$ cat src/hdl/dma_ctrl_defines.svh
/*
 * Offsets, field positions, reset values and codes of the DMA control block.
 * Assumes byte addresses on the plain register port, one 32-bit word per register.
 */
`ifndef DMA_CTRL_DEFINES_SVH
`define DMA_CTRL_DEFINES_SVH

// ============================================================
// register port
`define ADDR_W 8
`define DATA_W 32
`define OFF_CTRL 8'h00
`define OFF_STAT 8'h04
`define OFF_CDESC 8'h08

// ============================================================
// engine_control_reg fields
`define CTRL_SRST 2
`define CTRL_IOC_EN 12
`define CTRL_DLY_EN 13
`define CTRL_ERR_EN 14
`define HOLD_LSB 24
`define HOLD_W 8
`define CTRL_RST 32'h0000_0000
`define CTRL_WMASK 32'hff00_7000

// ============================================================
// engine_status_reg fields
`define STAT_IDLE 1
`define STAT_MINT 4
`define STAT_MSLV 5
`define STAT_MDEC 6
`define STAT_CINT 8
`define STAT_CSLV 9
`define STAT_CDEC 10
`define STAT_IOC 12
`define STAT_DLY 13
`define HTS_LSB 24

// ============================================================
// misc
`define CDESC_RST 32'h0000_0000
`define BCNT_W 23
`define BCNT_ZERO 23'h00_0000
`define RESP_SLVERR 2'h2
`define RESP_DECERR 2'h3
`define RST_MIN_CYC 8
`define RST_OUT_MAX 3

`endif

$ cat src/hdl/dma_ctrl_pkg.sv
/*
 * Types of the DMA control block: the packed state of the controller.
 * Assumes dma_ctrl_defines.svh on the include path.
 */
`include "dma_ctrl_defines.svh"

package dma_ctrl_pkg;

    // ============================================================
    // controller state
    typedef struct packed {
        logic [1:0] rrst_sync;
        logic [`DATA_W-1:0] ctrl;
        logic [`DATA_W-1:0] cdesc;
        logic [`HOLD_W-1:0] hold_cnt;
        logic [`HOLD_W-1:0] hold_tgt;
        logic ioc;
        logic dly;
        logic [2:0] mover_err;
        logic [2:0] chain_err;
        logic halted;
        logic idle;
        logic irq;
        logic reload;
        logic flush;
        logic [`DATA_W-1:0] rdata;
    } ctrl_state_type;

endpackage

$ cat src/hdl/dma_irq_error_reset_ctrl.sv
/*
 * Delay timer, error halt and logging, and reset control of a descriptor-chain DMA engine.
 * Assumes the engine's data and descriptor sides run on mclk_i and report events as
 * one-cycle strobes; the register port shares mclk_i.
 */
// The register offsets and the address-and-strobe port were chosen for this implementation.
//
// Contract
// delay timer runs only when the hold count field is nonzero
// session start loads the programmed hold count into the timer target
// timer counts up every cycle the idle status bit is one
// timer is cleared and stopped while idle status bit is zero
// delay event when the idle count equals the programmed hold count
// after a delay event timer reads zero and waits for software clear
// on error halt, idle only after accepted transfers finish their data
// on error capture the failing descriptor address as current pointer
// with several errors only one descriptor pointer is recorded
// halt lasts until hardware reset or soft reset bit written one
// zero byte count command flags a mover internal error
// data SLVERR flags mover slave error, DECERR flags mover decode error
// fetched descriptor already complete flags chain internal error, stale
// descriptor SLVERR or DECERR flags chain slave or decode error
// chain error bits are kept only in the status register
// all interfaces run from the main transfer clock
// an asynchronous register clock must not exceed the main clock
// a synchronous register clock is the main clock itself
// either reset returns the whole block to power-on state
// each reset is synchronous to its clock, held eight clocks; here rstn_i clears the state asynchronously
// outputs reach reset state and recover within three clocks
// register-port reset acts within one plus five clocks
// interrupt is high while an enabled status event is logged
// each delay event reloads the coalescing threshold counter
// hold timer status field shows the live delay counter
`timescale 1ns/100ps
`default_nettype none
`include "dma_ctrl_defines.svh"

module dma_irq_error_reset_ctrl
    import dma_ctrl_pkg::*;
(
    input wire logic mclk_i,
    input wire logic rstn_i,
    input wire logic regport_rstn_i,
    input wire logic [`ADDR_W-1:0] reg_addr_i,
    input wire logic [`DATA_W-1:0] reg_wdata_i,
    input wire logic reg_wr_i,
    input wire logic reg_rd_i,
    output logic [`DATA_W-1:0] reg_rdata_o,
    input wire logic session_start_i,
    input wire logic engine_idle_i,
    input wire logic xfer_outstanding_i,
    input wire logic ioc_event_i,
    input wire logic [`DATA_W-1:0] cur_desc_i,
    input wire logic cmd_valid_i,
    input wire logic [`BCNT_W-1:0] cmd_byte_count_i,
    input wire logic data_resp_valid_i,
    input wire logic [1:0] data_resp_i,
    input wire logic desc_fetch_valid_i,
    input wire logic desc_cmplt_i,
    input wire logic desc_resp_valid_i,
    input wire logic [1:0] desc_resp_i,
    output logic halt_o,
    output logic idle_o,
    output logic irq_o,
    output logic coalesce_reload_o,
    output logic engine_flush_o,
    output logic [2:0] desc_status_err_o
);

    // ============================================================
    // state
    ctrl_state_type q_ff;
    ctrl_state_type nxt_q;

    logic [2:0] mover_ev;
    logic [2:0] chain_ev;
    logic new_err;
    logic soft_rst;
    logic timer_en;
    logic hit;
    logic [`HOLD_W-1:0] hold_field;
    logic [`DATA_W-1:0] stat_w;
    logic live;

    // ============================================================
    // event decode
    assign mover_ev[0] = cmd_valid_i && (cmd_byte_count_i == `BCNT_ZERO);
    assign mover_ev[1] = data_resp_valid_i && (data_resp_i == `RESP_SLVERR);
    assign mover_ev[2] = data_resp_valid_i && (data_resp_i == `RESP_DECERR);
    assign chain_ev[0] = desc_fetch_valid_i && desc_cmplt_i;
    assign chain_ev[1] = desc_resp_valid_i && (desc_resp_i == `RESP_SLVERR);
    assign chain_ev[2] = desc_resp_valid_i && (desc_resp_i == `RESP_DECERR);
    assign new_err = (|mover_ev) || (|chain_ev);

    assign soft_rst = reg_wr_i && (reg_addr_i == `OFF_CTRL) && reg_wdata_i[`CTRL_SRST];
    assign live = q_ff.rrst_sync[1] && !soft_rst;
    assign hold_field = q_ff.ctrl[`HOLD_LSB +: `HOLD_W];
    assign timer_en = (hold_field != 8'h00) && (q_ff.hold_tgt != 8'h00);
    assign hit = (q_ff.hold_cnt + 8'h01) == q_ff.hold_tgt;

    always_comb begin
        stat_w = 32'h0000_0000;
        stat_w[`STAT_IDLE] = q_ff.idle;
        stat_w[`STAT_MINT] = q_ff.mover_err[0];
        stat_w[`STAT_MSLV] = q_ff.mover_err[1];
        stat_w[`STAT_MDEC] = q_ff.mover_err[2];
        stat_w[`STAT_CINT] = q_ff.chain_err[0];
        stat_w[`STAT_CSLV] = q_ff.chain_err[1];
        stat_w[`STAT_CDEC] = q_ff.chain_err[2];
        stat_w[`STAT_IOC] = q_ff.ioc;
        stat_w[`STAT_DLY] = q_ff.dly;
        stat_w[`HTS_LSB +: `HOLD_W] = q_ff.hold_cnt;
    end

    // ============================================================
    // next state
    always_comb begin
        nxt_q = q_ff;
        nxt_q.rrst_sync = {q_ff.rrst_sync[0], regport_rstn_i};
        nxt_q.reload = 1'b0;
        nxt_q.flush = 1'b0;
        nxt_q.rdata = 32'h0000_0000;

        // error capture: first error wins the pointer
        if (new_err && !q_ff.halted) begin
            nxt_q.cdesc = cur_desc_i;
            nxt_q.halted = 1'b1;
        end
        nxt_q.mover_err = q_ff.mover_err | mover_ev;
        nxt_q.chain_err = q_ff.chain_err | chain_ev;

        // idle only once every accepted transfer has drained
        if (q_ff.halted) begin
            nxt_q.idle = !xfer_outstanding_i;
        end else begin
            nxt_q.idle = engine_idle_i && !xfer_outstanding_i;
        end

        if (session_start_i) begin
            nxt_q.hold_tgt = hold_field;
        end

        // delay timer
        if (!q_ff.idle) begin
            nxt_q.hold_cnt = 8'h00;
        end else if (timer_en && !q_ff.dly) begin
            if (hit) begin
                nxt_q.hold_cnt = 8'h00;
                nxt_q.reload = 1'b1;
            end else begin
                nxt_q.hold_cnt = q_ff.hold_cnt + 8'h01;
            end
        end

        // register writes; a hardware set beats a software clear
        if (reg_wr_i) begin
            case (reg_addr_i)
                `OFF_CTRL: begin
                    nxt_q.ctrl = reg_wdata_i & `CTRL_WMASK;
                end
                `OFF_STAT: begin
                    nxt_q.ioc = q_ff.ioc && !reg_wdata_i[`STAT_IOC];
                    nxt_q.dly = q_ff.dly && !reg_wdata_i[`STAT_DLY];
                end
                `OFF_CDESC: begin
                    if (!new_err || q_ff.halted) begin
                        nxt_q.cdesc = reg_wdata_i;
                    end
                end
                default: begin
                end
            endcase
        end
        if (ioc_event_i) begin
            nxt_q.ioc = 1'b1;
        end
        if (q_ff.idle && timer_en && !q_ff.dly && hit) begin
            nxt_q.dly = 1'b1;
        end

        if (reg_rd_i) begin
            case (reg_addr_i)
                `OFF_CTRL: nxt_q.rdata = q_ff.ctrl;
                `OFF_STAT: nxt_q.rdata = stat_w;
                `OFF_CDESC: nxt_q.rdata = q_ff.cdesc;
                default: nxt_q.rdata = 32'h0000_0000;
            endcase
        end

        nxt_q.irq = (q_ff.ioc && q_ff.ctrl[`CTRL_IOC_EN])
            || (q_ff.dly && q_ff.ctrl[`CTRL_DLY_EN])
            || ((|q_ff.mover_err || |q_ff.chain_err) && q_ff.ctrl[`CTRL_ERR_EN]);

        // register-port reset or soft reset return everything to power-on, except that the engine flush strobe is raised
        if (!live) begin
            nxt_q = '0;
            nxt_q.rrst_sync = {q_ff.rrst_sync[0], regport_rstn_i};
            nxt_q.ctrl = `CTRL_RST;
            nxt_q.cdesc = `CDESC_RST;
            nxt_q.flush = 1'b1;
        end
    end

    // single main clock drives all of the block
    always_ff @(posedge mclk_i or negedge rstn_i) begin
        if (!rstn_i) begin
            q_ff <= '0;
        end else begin
            q_ff <= nxt_q;
        end
    end

    // ============================================================
    // outputs
    assign reg_rdata_o = q_ff.rdata;
    assign halt_o = q_ff.halted;
    assign idle_o = q_ff.idle;
    assign irq_o = q_ff.irq;
    assign coalesce_reload_o = q_ff.reload;
    assign engine_flush_o = q_ff.flush;
    assign desc_status_err_o = q_ff.mover_err;
endmodule // dma_irq_error_reset_ctrl

`default_nettype wire

$ cat config.mk
export PLATFORM = sky130hd
export DESIGN_NAME = dma_irq_error_reset_ctrl
export DESIGN_NICKNAME = d
export VERILOG_FILES = /design/src/hdl/dma_ctrl_pkg.sv /design/src/hdl/dma_irq_error_reset_ctrl.sv
export VERILOG_INCLUDE_DIRS = /design/src /design/src/hdl
export SDC_FILE = /design/constraint.sdc
export NUM_CORES = 1
export LEC_CHECK = 0
export BUFFER_PORTS_ARGS = -buffer_cell sky130_fd_sc_hd__buf_4
export CAP_MARGIN = 20
export CORE_ASPECT_RATIO = 1.4
export CORE_UTILIZATION = 52
export CTS_CLUSTER_SIZE = 10
export DETAILED_ROUTE_END_ITERATION = 6
export GPL_TIMING_DRIVEN = 0
export PLACE_DENSITY_LB_ADDON = 0.25
export SYNTH_ARGS = -nofsm -noshare
export SYNTH_HDL_FRONTEND = slang
export SYNTH_SLANG_ARGS = --single-unit
$ cat constraint.sdc
create_clock -name mclk_i -period 2.6 [get_ports mclk_i]
set_input_delay 0.52 -clock mclk_i [delete_from_list [all_inputs] [get_ports mclk_i]]
set_output_delay 0.52 -clock mclk_i [all_outputs]
set_load 0.02 [all_outputs]
==> results of run 1 <==
-- how the worst max path moves through the flow --
stage / start / end / slack [ns] / cells after the start
CTS: q_ff[53]$_DFFE_PN0P_ / q_ff[57]$_DFFE_PN0P_ / 0.03 / 8
finish: q_ff[54]$_DFFE_PN0P_ / q_ff[57]$_DFFE_PN0P_ / 0.05 / 9
global route: q_ff[54]$_DFFE_PN0P_ / q_ff[57]$_DFFE_PN0P_ / -0.03 / 9
floorplan: q_ff[53]$_DFFE_PN0P_ / q_ff[57]$_DFFE_PN0P_ / 0.32 / 8
detailed placement: data_resp_valid_i / q_ff[92]$_DFF_PN0_ / -0.11 / 8
global placement: data_resp_valid_i / q_ff[92]$_DFF_PN0_ / -0.05 / 8
-- cell type report --
type | instances | area (µm²)
fill | 828 | 2970
sequential | 106 | 2650
multi-input combinational | 369 | 2160
timing repair buffer | 152 | 1160
buffer | 74 | 425
clock buffer | 10 | 239
tap | 135 | 169
inverter | 18 | 67.6
clock inverter | 6 | 48.8
-- repair_timing --
| item | CTS | global route |
|---|---|---|
| setup buffers | 0 | 1 |
| gates cloned | 0 | 0 |
| endpoints found under the hold margin | 0 | 0 |
| gates resized for setup | 1 | 1 |
| pin swaps | 0 | 1 |
| endpoints found under the setup margin | 1 | 5 |
-- cell families after synthesis --
group                    count (synthesis)
adder cells (fa/ha/maj)                  1
AO/OA/AOI/OAI                          100
flip-flops                             106
XOR/XNOR                                 9
AND/OR/NAND/NOR                        240
buffers and inverters                   92
multiplexers                            19
-- sequential cells by signal, indices dropped and copies added, names as in the netlist --
| signal | cells |
|---|---|
| desc_status_err_o | 3 |
| idle_o | 1 |
| hold_field | 8 |
| coalesce_reload_o | 1 |
| halt_o | 1 |
| irq_o | 1 |
| q_ff | 58 |
| engine_flush_o | 1 |
| reg_rdata_o | 32 |
-- power by group through the flow --
stage | clock (mW) | combinational, mW | sequential, mW
after global routing | 1.38 | 0.497 | 1.77
after floorplan | 0 | 0.199 | 1.78
after CTS | 1.31 | 0.452 | 1.76
final | 1.30 | 0.454 | 1.77
after detailed placement | 0 | 0.449 | 1.80
after global placement | 0 | 0.430 | 1.79
-- layer usage --
layer	GRT usage	part of all wire	vias up
met5	0	0	-
met4	0.147	0.035	0
met3	0.0537	0.066	46
met2	0.509	0.53	240
met1	0.331	0.37	2393
li1	-	-	2288
-- Yosys cell counts (all sizes together), types with 2 or more instances --
| cell type | count | area, µm² |
|---|---|---|
| nand3 | 51 | 268 |
| a31oi | 5 | 31.3 |
| and3b | 2 | 17.5 |
| and3 | 5 | 31.3 |
| mux2i | 19 | 190 |
| nor2b | 2 | 12.5 |
| inv | 18 | 67.6 |
| nand4 | 3 | 18.8 |
| a31o | 2 | 17.5 |
| nand2 | 47 | 176 |
| xnor2 | 6 | 52.6 |
| xor2 | 3 | 26.3 |
| a311oi | 32 | 280 |
| o2bb2ai | 2 | 17.5 |
| a21o | 3 | 22.5 |
| nor4 | 13 | 87.6 |
| nor2 | 87 | 327 |
| nor4b | 2 | 23.8 |
| dfrtp | 106 | 2650 |
| a32o | 2 | 20.0 |
| buf | 46 | 320 |
| nor3 | 5 | 30.0 |
| or3 | 4 | 30.0 |
| a21oi | 16 | 80.1 |
| o21ai | 20 | 100 |
| and2 | 17 | 106 |
| clkbuf | 28 | 105 |
| a22oi | 7 | 52.6 |
| a222oi | 2 | 20.0 |
-- worst max-delay path, delay by kind of cell (launching register included) --
kind,cells,cell delay (ns)
AOI/OAI and AO/OA,3,0.73
DFF,1,0.50
adders and majority gates,1,0.32
buffers and inverters,2,0.33
and+or+nand+nor,3,0.56
-- stage by stage --
stage / instance area [µm²] / setup TNS, ns
final: 6930 / 0
after global routing: 6930 / -0.0268
after CTS: 6920 / 0
after detailed placement: 6630 / -0.825
after global placement: 6600 / -0.348
after floorplan: 5300 / 0
==> summary.txt, run 1 <==
Critical path
  – Worst flop-to-flop path startpoint: q_ff[54]$_DFFE_PN0P_
  – FF-to-FF setup slack: 0.05 ns
  – Crit path DAT: 2.78 ns
  – CP Cell Sequence: ha_2, nand2_1, or3_1, a222oi_1, buf_4, a21o_1, buf_6, nor3_2, a211o_1
  – Critical path class: reg2reg
  – Crit end category: flop
  – Crit path required time: 2.84 ns
  – CP Launch Type: flop
  – Critical path fanouts, max: 10
  – Reg2reg end: q_ff[57]$_DFFE_PN0P_
  – Largest stage delay, worst path: 0.50 ns
  – Worst Reg-to-Reg Cells: 9
  – Critical-path top delay cell: dfrtp_1

Power and ir drop
  – Overall Power: 3.52 mW
  – Sw Ratio: 0.259
  – Logic gate share of total power: 0.129
  – Leakage power: 3.29 nW
  – Maximum vdd drop: 0.359 mV
  – Pwr dens: 508 nW/µm²
  – Clk pwr share: 0.368
  – Power share of the sequential group: 0.502
  – P_int: 2.61 mW
  – P_sw: 0.910 mW

Synth
  – Yosys warns: 0
  – Syn Nets: 681
  – FFs w/ async S/R, synth: 1.00
  – Simple-gate share of the synthesized area: 0.215
  – Synthesized area per cell: 9.35 µm²
  – Largest family of logic cells by synthesized area: simple AND/OR/NAND/NOR gates
  – Synth Register Bits: 106
  – Xor/xnor share of the synthesized area: 0.0149
  – Complex-gate fraction of the synthesized area: 0.139
  – Synthesized cell area: 5300 µm²
  – Part of the Yosys area used for sequential elements: 0.500
  – Post-synthesis adder-cell area fraction: 0.00236
  – Post-synth EDFFs: 0
  – Post-synth top flop: dfrtp_1
  – Cells after Synth: 567
  – Post-synth cell types: 52
  – Mux cell area share after synthesis: 0.0359

CTS
  – TritonCTS clock tree: yes
  – Num CTS Buffers: 9
  – Clk slew on worst S/H paths: 0.07 ns
  – Worst-skew pair later-pin latency: 0.35 ns
  – CTS Hold Bufs: 0
  – CTS H-tree depth: 3
  – Max Buffers Root-to-Sink: 2
  – Clk root buf: clkbuf_16
  – CTS Sinks: 106

STA
  – Max Clock Skew: 0.00651 ns
  – Slew Limit Fails: 0
  – Fin crit period: 2.55 ns
  – Fin. Hold Viols: 0
  – Final setup fails: 0
  – Hold WS: 0.114 ns
  – Setup WS post-layout: 0.0524 ns
  – Relative slew slack: 0.481
  – Max Fclk: 0.393 GHz
  – Crit share post-route: 0.980
  – Slew @ Worst Pin: 0.779 ns

GRT
  – Largest net degree at the start of global routing: 76
  – First-pass GRT wire length: 23300 µm
  – Vias in the first global route: 4959
  – Initial antenna violation count: 0
  – Total grt overflow: 0
  – GRT Total Usage: 0.290

Die
  – Die Wd: 87.4 µm
  – Die ar.: 10600 µm²
  – Rows: 43
  – Core ar.: 9900 µm²
  – Ports: 153
  – Starting Density: 0.536
  – Die height: 121 µm

Drt
  – Final WL: 14900 µm
  – DRC Markers: 0
  – Vias per cell: 5.71
  – TritonRoute pass-1 iters: 5
  – Via count: 4967
  – WL per Instance: 17.1 µm
  – DR iter-0 viols: 380
  – Final ANT Viol Nets: 0

Run
  – MaxCap Viol Count: 0

Cells and area
  – Layout Cells excl Fill: 870
  – Share of post-route cells with drive strength above 1: 0.299
  – Most frequent cells in the layout: buf_4, dfrtp_1, nor2_1
  – # nets final: 844
  – Final core utilization: 0.700
  – Layout area overhead: 30.6%
  – N_diodes: 0
  – Commonest non-fill, non-tap cell in the layout: buf_4

Hold path
  – Hold Path Class: in2async

Place
  – Dpl cells: 853
  – Routability congestion estimate: 0.897
  – DP Wirelength: 11300 µm
  – I/O Buffers: 150
  – Pre-CTS WS: -0.109 ns

Run status
  – Outcome: finished clean
Note: power is estimated with default switching activity, not from simulation.
==> inputs of run 2 (changes only) <==
CTS_CLUSTER_DIAMETER = 150   (was unset)
GPL_TIMING_DRIVEN = unset   (was 0)
==> summary.txt, run 2 (synthesis results as in run 1) <==
Critical path
  – Critical path class: reg2reg
  – Crit-path leading delay family: compound AO/OA/AOI/OAI gates
  – Crit end category: flop
  – Critical Path Stages: 7 (-2)
  – Reg2reg end: q_ff[57]$_DFFE_PN0P_
  – Worst Reg-to-Reg Cells: 7 (-2)
  – Crit path to: q_ff[57]$_DFFE_PN0P_
  – CP Cell Sequence: ha_1, nand2_1, or3_1, a222oi_1, a21o_2, nor3_2, a211o_1
  – FF-to-FF setup slack: 0.25 ns (+0.20 ns)
  – Worst flop-to-flop path startpoint: q_ff[53]$_DFFE_PN0P_
  – Critical path fanouts, max: 10 (unchanged)
  – Critical path buffers and inverters: 0 (-2)
  – Crit path required time: 2.83 ns (about the same)
  – Largest stage delay, worst path: 0.42 ns (-0.08 ns)
  – Crit path DAT: 2.58 ns (-0.20 ns)
  – Worst Setup SP: q_ff[53]$_DFFE_PN0P_
  – CP Launch Type: flop
  – Critical-path top delay cell: or3_1

GRT
  – Largest net degree at the start of global routing: 83 (+9.2%)
  – Vias in the first global route: 4490 (-9.5%)
  – Initial antenna violation count: 0 (unchanged)
  – Total grt overflow: 0 (unchanged)
  – First-pass GRT wire length: 21900 µm (-6.1%)
  – GRT Total Usage: 0.274 (-0.0162)

STA
  – RSZ-0062 raised after global routing: false
  – Fin crit period: 2.35 ns (-0.200 ns)
  – Max Fclk: 0.426 GHz (+8.5%)
  – Fin. Hold Viols: 0 (unchanged)
  – Slew @ Worst Pin: 0.508 ns (-0.271 ns)
  – Max Clock Skew: 0.00667 ns (+0.000157 ns)
  – Crit share post-route: 0.903 (-0.0770)
  – Relative slew slack: 0.657 (+0.176)
  – Slew Limit Fails: 0 (unchanged)
  – TNS Setup: 0 ns (unchanged)
  – Final setup fails: 0 (unchanged)

Die
  – Ports: 153 (unchanged)
  – Core ar.: 9900 µm² (unchanged)
  – Rows: 43 (unchanged)
  – Die Wd: 87.4 µm (unchanged)
  – Die ar.: 10600 µm² (unchanged)
  – Die height: 121 µm (unchanged)
  – Starting Density: 0.536 (unchanged)

Cells and area
  – Final core utilization: 0.676 (-0.0240)
  – Reg with most FFs: q_ff
  – Fin area: 6690 µm² (-3.4%)
  – # nets final: 789 (-6.5%)
  – Fillcell total: 814 (-1.7%)
  – Layout area overhead: 26.1%
  – N_diodes: 0 (unchanged)
  – Share of post-route cells with drive strength above 1: 0.291 (-0.00814)
  – Most frequent cells in the layout: buf_4, dfrtp_1, nor2_1
  – Commonest non-fill, non-tap cell in the layout: buf_4
  – Max reg flops: 58 (unchanged)

CTS
  – CTS Sinks: 106 (unchanged)
  – Num CTS Buffers: 9 (unchanged)
  – Max Buffers Root-to-Sink: 2 (unchanged)
  – Clk root buf: clkbuf_16
  – CTS Hold Bufs: 0 (unchanged)
  – TritonCTS clock tree: yes
  – Clk slew on worst S/H paths: 0.07 ns (about the same)
  – Worst-skew pair later-pin latency: 0.35 ns (about the same)
  – CTS H-tree depth: 3 (unchanged)

Drt
  – DR iter-0 viols: 314 (-17%)
  – Final WL: 14000 µm (-6.0%)
  – WL per Instance: 17.1 µm (+0.36%)
  – Vias per cell: 5.73 (+0.39%)
  – TritonRoute pass-1 iters: 5 (unchanged)
  – Via count: 4671 (-6.0%)
  – Final ANT Viol Nets: 0 (unchanged)
  – DRC Markers: 0 (unchanged)

Place
  – I/O Buffers: 152 (+1.3%)
  – Post-Place Cell Area: 6360 µm² (-4.0%)
  – Routability congestion estimate: 0.900 (+0.35%)
  – DP Wirelength: 10100 µm (-11%)

Power and ir drop
  – Maximum vdd drop: 0.277 mV (-23%)
  – Overall Power: 3.68 mW (+4.5%)
  – Pwr dens: 550 nW/µm² (+8.3%)
  – Leakage power: 3.15 nW (-4.2%)

Hold path
  – Hold Path Class: in2async

Run status
  – Outcome: finished clean

Run
  – MaxCap Viol Count: 0 (unchanged)
## run 2: changes by cell type in the layout (fill, tap and decap cells not counted), moves of 2 or more
cell / delta
buf_1: -5
buf_12: +2
buf_2: -4
buf_4: -18
bufinv_16: +2
clkbuf_1: -28
## run 2: report_power, final
part / leakage [nW] / switching (mW) / internal (mW) / total, mW
sequential: 1.44 / 0.0471 / 1.71 / 1.76
clock: 0.155 / 0.601 / 0.871 / 1.47
combinational: 1.56 / 0.232 / 0.209 / 0.441
## run 2: final cells by class
type	count	area [µm²]	share of cell area
repair buffers	171	1310	0.196
inverters	18	67.6	0.0101
clock buffers	10	239	0.0357
well taps	135	169	0.0253
multi-input cells	369	2160	0.323
clock inverters	6	88.8	0.0133
flip-flops and latches	106	2650	0.397
## run 2: worst min-delay path by stage
stage                                        to  slack [ns]  cells after the start
CTS                        q_ff[58]$_DFFE_PN0P_        0.08                      1
finish                     q_ff[60]$_DFFE_PN0P_        0.07                      1
global route               q_ff[58]$_DFFE_PN0P_        0.09                      1
global placement            q_ff[126]$_DFF_PN0_        0.34                      0
detailed placement          q_ff[126]$_DFF_PN0_        0.34                      0
floorplan           coalesce_reload_o$_DFF_PN0_        0.22                      0
## run 2: worst reg2reg max path, stage by stage, from the launching register on
cell and delay [ns]:
dfrtp_1 0.35, ha_1 0.28, nand2_1 0.15, or3_1 0.42
a222oi_1 0.40, a21o_2 0.31, nor3_2 0.05, a211o_1 0.27
## run 2: through the flow
stage          setup slack (ns)  cells  hold WS (ns)
2_1_floorplan             0.320    567         0.224
3_3_place_gp              0.217    799         0.336
3_5_place_dp              0.190    799         0.336
4_1_cts                   0.177    815        0.0764
5_1_grt                  0.0649    815        0.0908
6_report                  0.253    815        0.0691
## run 2: metal layers
| layer | part of all wire | track usage |
|---|---|---|
| met1 | 0.37 | 0.314 |
| met2 | 0.53 | 0.469 |
| met5 | 0 | 0 |
| met3 | 0.058 | 0.0544 |
| met4 | 0.041 | 0.154 |
## run 2: repair_timing
item | CTS | global route
endpoints found under the setup margin | 0 | 1
buffers inserted | 0 | 0
gates resized for setup | 0 | 1
